`config.mk`:
```
export PLATFORM = sky130hd
export DESIGN_NAME = strap_config_sampler
export DESIGN_NICKNAME = d
export VERILOG_FILES = /design/src/hdl/strap_pkg.sv /design/src/hdl/strap_config_sampler.sv
export SDC_FILE = /design/constraint.sdc
export NUM_CORES = 1
export LEC_CHECK = 0
export BUFFER_PORTS_ARGS = -buffer_cell sky130_fd_sc_hd__clkbuf_2
export CELL_PAD_IN_SITES_DETAIL_PLACEMENT = 0
export CELL_PAD_IN_SITES_GLOBAL_PLACEMENT = 2
export CORE_AREA = 2 2 97 99
export CTS_CLUSTER_SIZE = 40
export DETAILED_ROUTE_END_ITERATION = 8
export DIE_AREA = 0 0 99 101
export PLACE_DENSITY = 0.73
export SLEW_MARGIN = 0
export SYNTH_ARGS = -nofsm -noshare
export SYNTH_HDL_FRONTEND = slang
export SYNTH_SLANG_ARGS = --single-unit
```
`constraint.sdc`:
```
create_clock -name clk -period 1.7 [get_ports clk]
set_input_delay 0.51 -clock clk [delete_from_list [all_inputs] [get_ports clk]]
set_output_delay 0.51 -clock clk [all_outputs]
set_load 0.01 [all_outputs]
```
`src/hdl/strap_pkg.sv`:
```
package strap_pkg;

    // Strap pin positions in the shared strap bus
    localparam int STRAP_W          = 13;
    localparam int B_FLOW_CTRL      = 0;
    localparam int B_LINKUP_MODE    = 1;
    localparam int B_LINK_CFG_A     = 2;
    localparam int B_LINK_CFG_B     = 3;
    localparam int B_MGMT_SEL_HI    = 4;
    localparam int B_MGMT_SEL_LO    = 5;
    localparam int B_SWITCH_START   = 6;
    localparam int B_P6_IFACE_HI    = 7;
    localparam int B_P6_IFACE_LO    = 8;
    localparam int B_P6_ROLE        = 9;
    localparam int B_P6_SPEED       = 10;
    localparam int B_INBAND_MGMT    = 11;
    localparam int B_CLK_WIRING     = 12;

    // Weak internal pull defaults, used until the first capture
    localparam logic [STRAP_W-1:0] STRAP_DEFAULT = 13'h007F;

    localparam logic [1:0] AN_RESERVED = 2'h0;
    localparam logic [1:0] AN_DISABLED = 2'h1;
    localparam logic [1:0] AN_NAND     = 2'h2;
    localparam logic [1:0] AN_ENABLED  = 2'h3;

    typedef enum logic [1:0] {MGMT_MDIO, MGMT_I2C, MGMT_SPI} mgmt_e;
    typedef enum logic [1:0] {P6_RGMII, P6_RMII, P6_GMII_MII, P6_MII} p6_iface_e;
    typedef enum logic [1:0] {ST_IN_RESET, ST_RUN} phase_e;

    typedef struct packed {
        logic       flow_ctrl_en;
        logic       fast_linkup;
        logic       autoneg_en;
        logic       auto_mdix_en;
        logic       nand_tree;
        logic       an_reserved;
        logic       full_duplex_forced;
        logic       gig_master;
        logic       mdix_forced;
        logic       gig_speed;
        mgmt_e      mgmt_mode;
        logic       switch_start;
        p6_iface_e  p6_iface;
        logic       p6_mac_mode;
        logic       p6_rmii_clk_out;
        logic       p6_gig;
        logic       inband_mgmt;
        logic       three_wire;
    } cfg_s;

    typedef struct packed {
        logic [STRAP_W-1:0] raw;
        logic               clk_wiring;
    } cfg_store_s;

endpackage

```
`src/hdl/strap_config_sampler.sv`:
```
// Notes on behaviour
// - Straps undriven while system reset low.
// - Capture strap levels at reset release.
// - Drive straps normally after reset release.
// - Flow control strap: 0 off, 1 on.
// - Link-up strap 0 fast, 1 normal.
// - Normal link-up decodes auto-negotiation pair.
// - Fast link-up: full duplex, master/MDI select.
// - Fast link-up second strap picks PHY speed.
// - Management select: MDIO, I2C, else SPI.
// - Start strap 0 holds forwarding until set.
// - Port 6 interface mode decode.
// - Port 6 role: PHY/clock-out or MAC/clock-in.
// - Port 6 speed: 0 gigabit, 1 10/100.
// - In-band management strap: 0 off, 1 on.
// - Clock wiring strap, readable and software writable.
// - Receive clock pin use per wiring mode.
// - Interrupt open drain, active low.
// - Power event on energy detect, programmable polarity.
// - Indicator outputs are active low.
module strap_config_sampler
    import strap_pkg::*;
#(
    parameter int NPORTS = 5
) (
    input  wire logic                 clk,
    input  wire logic                 rst,
    input  wire logic                 sys_reset_n,
    input  wire logic [STRAP_W-1:0]   strap_in,
    input  wire logic [STRAP_W-1:0]   strap_func_out,
    output logic      [STRAP_W-1:0]   strap_out,
    output logic      [STRAP_W-1:0]   strap_oe,
    input  wire logic                 sw_start_set,
    input  wire logic                 sw_clk_wiring_we,
    input  wire logic                 sw_clk_wiring_wdata,
    output logic                      p6_ctrl0_bit0,
    output cfg_s                      cfg,
    output logic                      cfg_valid,
    output logic                      forward_en,
    input  wire logic                 gmii_rx_clk_src,
    input  wire logic                 mii_rx_clk_src,
    output logic                      p6_rx_clk_pin_out,
    output logic                      p6_rx_clk_pin_oe,
    output logic                      p6_rx_er_is_clk_in,
    input  wire logic                 irq_pending,
    output logic                      irq_out_n_out,
    output logic                      irq_out_n_oe,
    input  wire logic                 energy_detect,
    input  wire logic                 power_event_active_high,
    output logic                      power_event_out,
    input  wire logic [2*NPORTS-1:0]  led_on,
    output logic      [2*NPORTS-1:0]  led_n
);

    typedef struct packed {
        logic               rst_m_q;
        logic               rst_s_q;
        logic [STRAP_W-1:0] strap_m_q;
        logic [STRAP_W-1:0] strap_s_q;
        phase_e             phase_q;
        cfg_store_s         store_q;
        logic               valid_q;
        logic               started_q;
        logic               pme_q;
        logic               irq_q;
        logic [2*NPORTS-1:0] led_n_q;
    } state_s;

    state_s s_q;
    state_s s_d;

    function automatic mgmt_e mgmt_decode(input logic [1:0] v);
        if (v[1]) begin
            return MGMT_SPI;
        end
        return v[0] ? MGMT_I2C : MGMT_MDIO;
    endfunction

    always_comb begin
        s_d           = s_q;
        // Two-stage sync on the pin-level reset and the strap levels
        s_d.rst_m_q   = sys_reset_n;
        s_d.rst_s_q   = s_q.rst_m_q;
        s_d.strap_m_q = strap_in;
        s_d.strap_s_q = s_q.strap_m_q;
        case (s_q.phase_q)
            ST_IN_RESET: begin
                if (s_q.rst_s_q) begin
                    // Straps are sampled in the same cycle the release is seen
                    s_d.store_q.raw        = s_q.strap_s_q;
                    s_d.store_q.clk_wiring = s_q.strap_s_q[B_CLK_WIRING];
                    s_d.valid_q            = 1'b1;
                    s_d.started_q          = s_q.strap_s_q[B_SWITCH_START];
                    s_d.phase_q            = ST_RUN;
                end
            end
            ST_RUN: begin
                if (!s_q.rst_s_q) begin
                    s_d.phase_q   = ST_IN_RESET;
                    s_d.valid_q   = 1'b0;
                    s_d.started_q = 1'b0;
                end else begin
                    if (sw_start_set) begin
                        s_d.started_q = 1'b1;
                    end
                    if (sw_clk_wiring_we) begin
                        s_d.store_q.clk_wiring = sw_clk_wiring_wdata;
                    end
                end
            end
            default: begin
                s_d.phase_q = ST_IN_RESET;
            end
        endcase
        s_d.pme_q   = energy_detect ? power_event_active_high : ~power_event_active_high;
        s_d.irq_q   = irq_pending;
        s_d.led_n_q = ~led_on;
    end

    always_ff @(posedge clk) begin
        if (rst) begin
            s_q             <= '0;
            s_q.phase_q     <= ST_IN_RESET;
            s_q.store_q.raw <= STRAP_DEFAULT;
            s_q.store_q.clk_wiring <= STRAP_DEFAULT[B_CLK_WIRING];
            s_q.pme_q       <= 1'b1;
            s_q.led_n_q     <= '1;
        end else begin
            s_q <= s_d;
        end
    end

    logic [STRAP_W-1:0] r;
    logic               running;
    assign r       = s_q.store_q.raw;
    assign running = (s_q.phase_q == ST_RUN);

    // Pins float for the pulls until release, then carry their normal job
    assign strap_oe  = running ? '1 : '0;
    assign strap_out = running ? strap_func_out : '0;

    always_comb begin
        cfg                    = '0;
        cfg.flow_ctrl_en       = r[B_FLOW_CTRL];
        cfg.fast_linkup        = ~r[B_LINKUP_MODE];
        if (r[B_LINKUP_MODE]) begin
            cfg.auto_mdix_en = 1'b1;
            case ({r[B_LINK_CFG_A], r[B_LINK_CFG_B]})
                AN_ENABLED:  cfg.autoneg_en  = 1'b1;
                AN_NAND:     cfg.nand_tree   = 1'b1;
                AN_DISABLED: cfg.autoneg_en  = 1'b0;
                AN_RESERVED: cfg.an_reserved = 1'b1;
                default:     cfg.an_reserved = 1'b1;
            endcase
        end else begin
            cfg.full_duplex_forced = 1'b1;
            cfg.gig_master         = r[B_LINK_CFG_A];
            cfg.mdix_forced        = ~r[B_LINK_CFG_A];
            cfg.gig_speed          = ~r[B_LINK_CFG_B];
        end
        cfg.mgmt_mode    = mgmt_decode({r[B_MGMT_SEL_HI], r[B_MGMT_SEL_LO]});
        cfg.switch_start = r[B_SWITCH_START];
        cfg.p6_iface     = p6_iface_e'({r[B_P6_IFACE_HI], r[B_P6_IFACE_LO]});
        // Role has no meaning in RGMII, so both role outputs stay low there
        if (cfg.p6_iface != P6_RGMII) begin
            cfg.p6_mac_mode = r[B_P6_ROLE];
            cfg.p6_rmii_clk_out = (cfg.p6_iface == P6_RMII) && !r[B_P6_ROLE];
        end
        cfg.p6_gig      = ~r[B_P6_SPEED];
        cfg.inband_mgmt = r[B_INBAND_MGMT];
        cfg.three_wire  = s_q.store_q.clk_wiring;
    end

    assign cfg_valid     = s_q.valid_q;
    assign forward_en    = s_q.started_q;
    assign p6_ctrl0_bit0 = s_q.store_q.clk_wiring;

    // Receive clock pin: 2-wire muxes GMII/MII, 3-wire GMII only
    always_comb begin
        p6_rx_clk_pin_out  = 1'b0;
        p6_rx_clk_pin_oe   = 1'b0;
        p6_rx_er_is_clk_in = 1'b0;
        if (running) begin
            if (cfg.three_wire) begin
                p6_rx_clk_pin_out  = gmii_rx_clk_src;
                p6_rx_clk_pin_oe   = cfg.p6_gig;
                p6_rx_er_is_clk_in = cfg.p6_mac_mode;
            end else begin
                p6_rx_clk_pin_out = cfg.p6_gig ? gmii_rx_clk_src : mii_rx_clk_src;
                p6_rx_clk_pin_oe  = cfg.p6_gig || !cfg.p6_mac_mode;
            end
        end
    end

    // Open drain: only ever pulls low, never drives high
    assign irq_out_n_out   = 1'b0;
    assign irq_out_n_oe    = s_q.irq_q;
    assign power_event_out = s_q.pme_q;
    assign led_n           = s_q.led_n_q;

endmodule

```
==> flow_metrics.py, run 1 <==
metrics = {
    "yosys": {
        "yosysMostFrequentCell": "dfxtp_1",
        "synth_seq_area_share": 0.517,
        "synth-seq-cells": 56,
        "synth_nets": 268,
        "yosysTopAreaCellShare": 0.517,
        "ys_types": 31,
        "synthArstFlopShare": 0,
        "avgSynthCellArea_um2": 9.95,
        "syn_area_mm2": 0.00217,
        "yosysTopAreaCell": "dfxtp_1",
        "yosys-top-cells-area": "dfxtp_1, buf_4, nor2b_1",
        "ys.warnings.count": 0,
        "postSynthCellCount": 218,
        "synth_edf_count": 0,
        "synth-main-ff-cell": "dfxtp_1",
        "yosys-top-cells-count": "dfxtp_1, buf_4, nor2b_1",
    },
    "route": {
        "drtIter0Drc": 30,
        "wl_per_cell_um": 9.75,
        "wl_um": 4030,
        "routed-via-count": 1550,
        "ant_nets": 0,
        "first_pass_iters": 4,
        "drc": 0,
        "vias_per_cell": 3.75,
    },
    "sta": {
        "fin_setup_tns_ns": -0.00367,
        "period_share": 1.00,
        "timing.final.hold_violations": 0,
        "fmax_mhz": 587,
        "slew_viol_final": 0,
        "finClkSkew_ns": 0.00816,
        "rsz0062_at_grt": "yes",
        "setup_ws_ns": -0.00367,
        "period_minus_slack_ns": 1.70,
        "setup_viol": 1,
    },
    "floorplanning": {
        "pin_count": 112,
        "start_util": 0.242,
        "die_h_um": 101,
        "fp.dieW_um": 99,
        "fp-row-count": 35,
        "dieArea_mm2": 0.0100,
        "core-area_mm2": 0.00898,
    },
    "final_layout": {
        "antenna_cells": 0,
        "nNetsFinal": 351,
        "drive_gt1_frac": 0.477,
        "layout.core_utilization": 0.309,
        "fillCellCount": 927,
        "area_growth_pct": 27.7,
    },
    "clock_tree": {
        "h-tree-depth": 2,
        "clk_path_buf_depth": 2,
        "cts_buffers": 5,
        "root_buffer": "clkbuf_8",
        "clock-sinks": 56,
        "clk_latency_ns": 0.30,
        "cts_tree": "yes",
        "path_clk_slew_ns": 0.10,
    },
    "pwr": {
        "ir_drop_mv": 0.360,
        "p_per_area_mw_per_mm2": 906,
        "p_leak_nw": 1.34,
    },
    "worst_setup_path": {
        "crit_chain": "o21a_1 -> o21a_1 -> nor2_1 -> buf_2",
        "cp_num_buf_inv": 1,
        "worstSetupEndpointType": "primary output",
        "r2r_slack_ns": 0.36,
        "worstSetupStartpointType": "flip-flop",
        "worstPathRequired_ns": 1.19,
        "critPathMostFrequentCell": "o21a_1",
        "critPathArrivalTime_ns": 1.19,
        "critical-path-top-delay-family": "compound AO/OA/AOI/OAI gates",
        "reg2reg_depth": 5,
        "r2r_end": "p6_ctrl0_bit0",
        "crit_slowest_cell": "dfxtp_2",
        "cpPeakStageDelay_ns": 0.33,
        "worstSetupPathType": "reg -> out",
        "r2r-start": "s_q[56]",
        "critPathMaxFanout": 3,
    },
    "worst_hold_path": {
        "whs_path_depth": 2,
        "min_to": "led_n[6]",
        "hp-start": "led_on[6]",
        "hold_class": "in -> reg",
    },
    "status": {
        "violations": "negative setup slack",
        "status": "finished, violations left",
    },
    "placement": {
        "place.gp.congestion": 0.631,
        "dp_hpwl_um": 3020,
        "port_buffers": 110,
    },
    "global_routing": {
        "grt_max_degree": 29,
        "grt_pass1_vias": 1307,
        "grt_pass1_wl_um": 5910,
        "antenna_found_initial": 0,
        "grt_overflow": 0,
        "grt_use_total": 0.0735,
    },
    "run": {
        "maxCapViolations": 0,
    },
}
-- flip-flops by register name, indices dropped and copies added (netlist names) --
signal / cells
led_n: 10
s_d: 14
power_event_out: 1
p6_ctrl0_bit0: 1
cfg_valid: 1
r: 12
irq_out_n_oe: 1
s_q: 15
forward_en: 1
-- worst reg2reg max path, cell delays in order, from the launching register on --
cell	delay, ns
dfxtp_1	0.48
inv_1	0.10
ha_1	0.21
nor2_1	0.15
a21oi_1	0.10
a311oi_2	0.23
-- worst max path at each step --
stage,from,endpoint,cells after the start
3_3_place_gp,gmii_rx_clk_src,p6_rx_clk_pin_out,4
2_1_floorplan,s_q[28],strap_oe[0],2
6_report,r[8],p6_rx_clk_pin_oe,4
5_1_grt,r[8],p6_rx_clk_pin_oe,4
4_1_cts,r[7],p6_rx_clk_pin_oe,4
3_5_place_dp,gmii_rx_clk_src,p6_rx_clk_pin_out,4
-- layer usage --
layer | vias to the layer above | global-route usage | routed length [µm]
met1 | 672 | 0.0876 | 1790
met3 | 4 | 0.0160 | 247
met4 | 0 | 0.0327 | 47
met2 | 59 | 0.127 | 1940
li1 | 815 | - | -
met5 | - | 0 | 0
-- where the power goes --
| part | switching (W) | total (W) | internal, W | leakage (nW) |
|---|---|---|---|---|
| sequential | 0.0000250 | 0.00139 | 0.00137 | 0.466 |
| combinational | 0.0000992 | 0.000210 | 0.000111 | 0.814 |
| clock | 0.000422 | 0.000904 | 0.000482 | 0.0614 |
| total | 0.000546 | 0.00251 | 0.00196 | 1.34 |
-- kinds of logic after synthesis --
| kind of cell | synth area share |
|---|---|
| xor gates and xnor gates | 0.00404 |
| AOI/OAI and AO/OA | 0.0479 |
| DFF | 0.517 |
| muxes | 0.0554 |
| adders and majority gates | 0.0173 |
| and+or+nand+nor | 0.204 |
| buffers and inverters | 0.153 |
| other | 0.00173 |
-- metrics by stage --
step	setup slack, ns	std cells	total power (W)	instance area [µm²]	hold WS [ns]
after CTS	-0.0372	412	0.00255	2750	0.335
final	-0.00367	413	0.00251	2770	0.347
after global routing	-0.0579	413	0.00263	2770	0.331
after detailed placement	0.243	402	0.00164	2610	0.420
after floorplan	0.287	218	0.00156	2170	0.414
after global placement	0.259	402	0.00164	2610	0.418
-- area by class of cell --
class,instances,area [µm²],area share
flip-flops and latches,56,1130,0.410
multi-input cells,113,722,0.261
repair buffers,119,631,0.228
well taps,111,139,0.0501
clock buffers,6,82.6,0.0298
clock inverters,2,38.8,0.0140
inverters,6,22.5,0.00813
-- cell usage in the layout, fill, tap and decap left out, types with 3 or more instances in the layout --
master and n:
dfxtp_1 49, o21ai_0 3, a21oi_1 4, nand2_1 20, nor2_1 11, buf_4 8
and2_1 10, inv_1 4, dfxtp_2 5, clkbuf_2 108, mux2i_1 12, nor2b_1 31
clkbuf_8 6, and2_2 3, ha_1 3
-- repair_timing --
action | in CTS | in global routing
hold buffers | 0 | 0
endpoints found under the setup margin | 7 | 4
resized for setup | 4 | 9
setup buffers | 2 | 1
pin swaps | 0 | 1
(Power assumes the default switching activity.)
==> run 2: changes to the inputs <==
--- a/config.mk
+++ b/config.mk
@@ -13,6 +13,7 @@
 export DETAILED_ROUTE_END_ITERATION = 8
 export DIE_AREA = 0 0 99 101
 export PLACE_DENSITY = 0.73
+export RECOVER_POWER = 50
 export SLEW_MARGIN = 0
 export SYNTH_ARGS = -nofsm -noshare
 export SYNTH_HDL_FRONTEND = slang
==> run 2 against run 1 <==
Effect of this change: the run still ends with negative setup slack left; clock skew is essentially flat; critical path depth is the same; wire length is essentially flat; first-iteration DRC count shrank 6.7%; sequential power is essentially flat; via count grew 0.13%; cell area shrank 1.0%; register-to-register slack lost 0.14 ns; critical endpoint unchanged.
==> flow_metrics.py, run 2 (synthesis gave the netlist of run 1 again) <==
metrics = {
    "route": {
        "wl_um": 4030,
        "routed-via-count": 1552,
        "wl_per_cell_um": 9.75,
        "vias_per_cell": 3.76,
        "ant_nets": 0,
        "drtIter0Drc": 28,
        "drc": 0,
        "first_pass_iters": 4,
    },
    "global_routing": {
        "grt_pass1_wl_um": 5910,
        "grt_use_total": 0.0735,
        "grt_pass1_vias": 1307,
        "grt_overflow": 0,
        "antenna_found_initial": 0,
        "grt_max_degree": 29,
    },
    "final_layout": {
        "largest_register_ffs": 15,
        "final_cell_mix": "clkbuf_2, dfxtp_1, nor2b_1",
        "regMostFlops": "s_q",
        "layout.core_utilization": 0.305,
        "seq_area_mm2": 0.00113,
        "multiInputGateArea_um2": 722,
        "fillCellCount": 934,
        "area_growth_pct": 26.4,
        "antenna_cells": 0,
        "nNetsFinal": 351,
        "drive_gt1_frac": 0.417,
        "layout_commonest_cell": "clkbuf_2",
    },
    "worst_setup_path": {
        "worstSetupStartpointType": "flip-flop",
        "critPathArrivalTime_ns": 1.19,
        "worstSetupEndpointType": "primary output",
        "crit_slowest_cell": "dfxtp_2",
        "cp_num_buf_inv": 1,
        "reg2reg_depth": 5,
        "worstSetupPathType": "reg -> out",
        "critical-path-top-delay-family": "compound AO/OA/AOI/OAI gates",
        "cp.depth": 4,
        "crit_chain": "o21a_1 -> o21a_1 -> nor2_1 -> buf_2",
        "worstPathRequired_ns": 1.19,
        "cpPeakStageDelay_ns": 0.33,
        "critPathMostFrequentCell": "o21a_1",
        "critPathMaxFanout": 3,
    },
    "pwr": {
        "p_leak_nw": 1.29,
        "swShare": 0.218,
        "p_comb_frac": 0.081,
        "total_power_w": 0.00250,
        "p_per_area_mw_per_mm2": 913,
        "pwr-share-seq": 0.557,
        "p_int_w": 0.00196,
        "power.switching_w": 0.000546,
        "ir_drop_mv": 0.361,
        "clockPowerShare": 0.362,
    },
    "placement": {
        "place.gp.congestion": 0.631,
        "port_buffers": 110,
        "dp_slack_ns": 0.243,
        "dp_hpwl_um": 3020,
    },
    "sta": {
        "finClkSkew_ns": 0.00784,
        "period_share": 1.00,
        "tightest_slew_ns": 0.551,
        "setup_viol": 1,
        "worst_hold_slack_ns": 0.347,
        "slew_viol_final": 0,
        "setup_ws_ns": -0.00416,
        "fmax_mhz": 587,
        "period_minus_slack_ns": 1.70,
        "timing.final.hold_violations": 0,
        "rsz0062_at_grt": "yes",
        "slew_headroom": 0.632,
    },
    "floorplanning": {
        "dieArea_mm2": 0.0100,
        "core-area_mm2": 0.00898,
        "fp.dieW_um": 99,
        "die_h_um": 101,
        "fp-row-count": 35,
        "pin_count": 112,
        "start_util": 0.242,
    },
    "worst_hold_path": {
        "whs_path_depth": 2,
        "hold_class": "in -> reg",
    },
    "clock_tree": {
        "clock-sinks": 56,
        "clk_latency_ns": 0.30,
        "h-tree-depth": 2,
        "path_clk_slew_ns": 0.10,
        "cts_tree": "yes",
        "root_buffer": "clkbuf_8",
        "cts_buffers": 5,
        "clk_path_buf_depth": 2,
    },
    "status": {
        "status": "finished, violations left",
        "violations": "negative setup slack",
    },
    "run": {
        "maxCapViolations": 0,
    },
}
run 2: cell types whose count changed in the layout (fill, tap and decap cells not counted), sizes merged:
cell / before / now
buf: 11 / 8
clkbuf: 114 / 117
run 2: power groups by stage:
stage	logic (W)	registers, W	clock network, W
global route	0.000227	0.00140	0.000993
floorplan	0.000140	0.00142	0
detailed placement	0.000214	0.00143	0
finish	0.000203	0.00139	0.000905
global placement	0.000214	0.00142	0
CTS	0.000216	0.00140	0.000942
run 2: path summary, 6_finish.rpt:
check / from / endpoint / slack [ns]
worst max-delay path: r[8] / p6_rx_clk_pin_oe / -0.004
worst min-delay path: led_on[6] / led_n[6] / 0.35
worst min register to register: s_d[32] / s_q[32] / 0.44
worst max register to register: s_q[28] / r[7] / 0.22
run 2: layout make-up:
type,count,share of cell area
clock inverter,2,0.0141
timing repair buffer,119,0.220
clock buffer,6,0.0301
inverter,6,0.00822
sequential,56,0.414
tap,111,0.0507
multi-input combinational,113,0.263
run 2: per-stage QoR:
step / TNS (ns) / cell area, µm² / std cells
final: -0.00416 / 2740 / 413
after global routing: -0.0866 / 2740 / 413
after CTS: -0.0372 / 2750 / 412
after detailed placement: 0 / 2610 / 402
after global placement: 0 / 2610 / 402
after floorplan: 0 / 2170 / 218
run 2: what timing repair did:
| item | CTS | global route |
|---|---|---|
| hold buffers | 0 | 0 |
| pin swaps | 0 | 1 |
| buffers inserted | 2 | 1 |
| endpoints found under the setup margin | 7 | 4 |
| gates resized for setup | 4 | 9 |
| endpoints found under the hold margin | 0 | 0 |
run 2: layer usage:
metal	global-route usage	wire length (µm)	vias up
li1	-	-	815
met1	0.0876	1780	674
met2	0.127	1950	59
met3	0.0160	246	4
met4	0.0327	47	0
met5	0	0	-
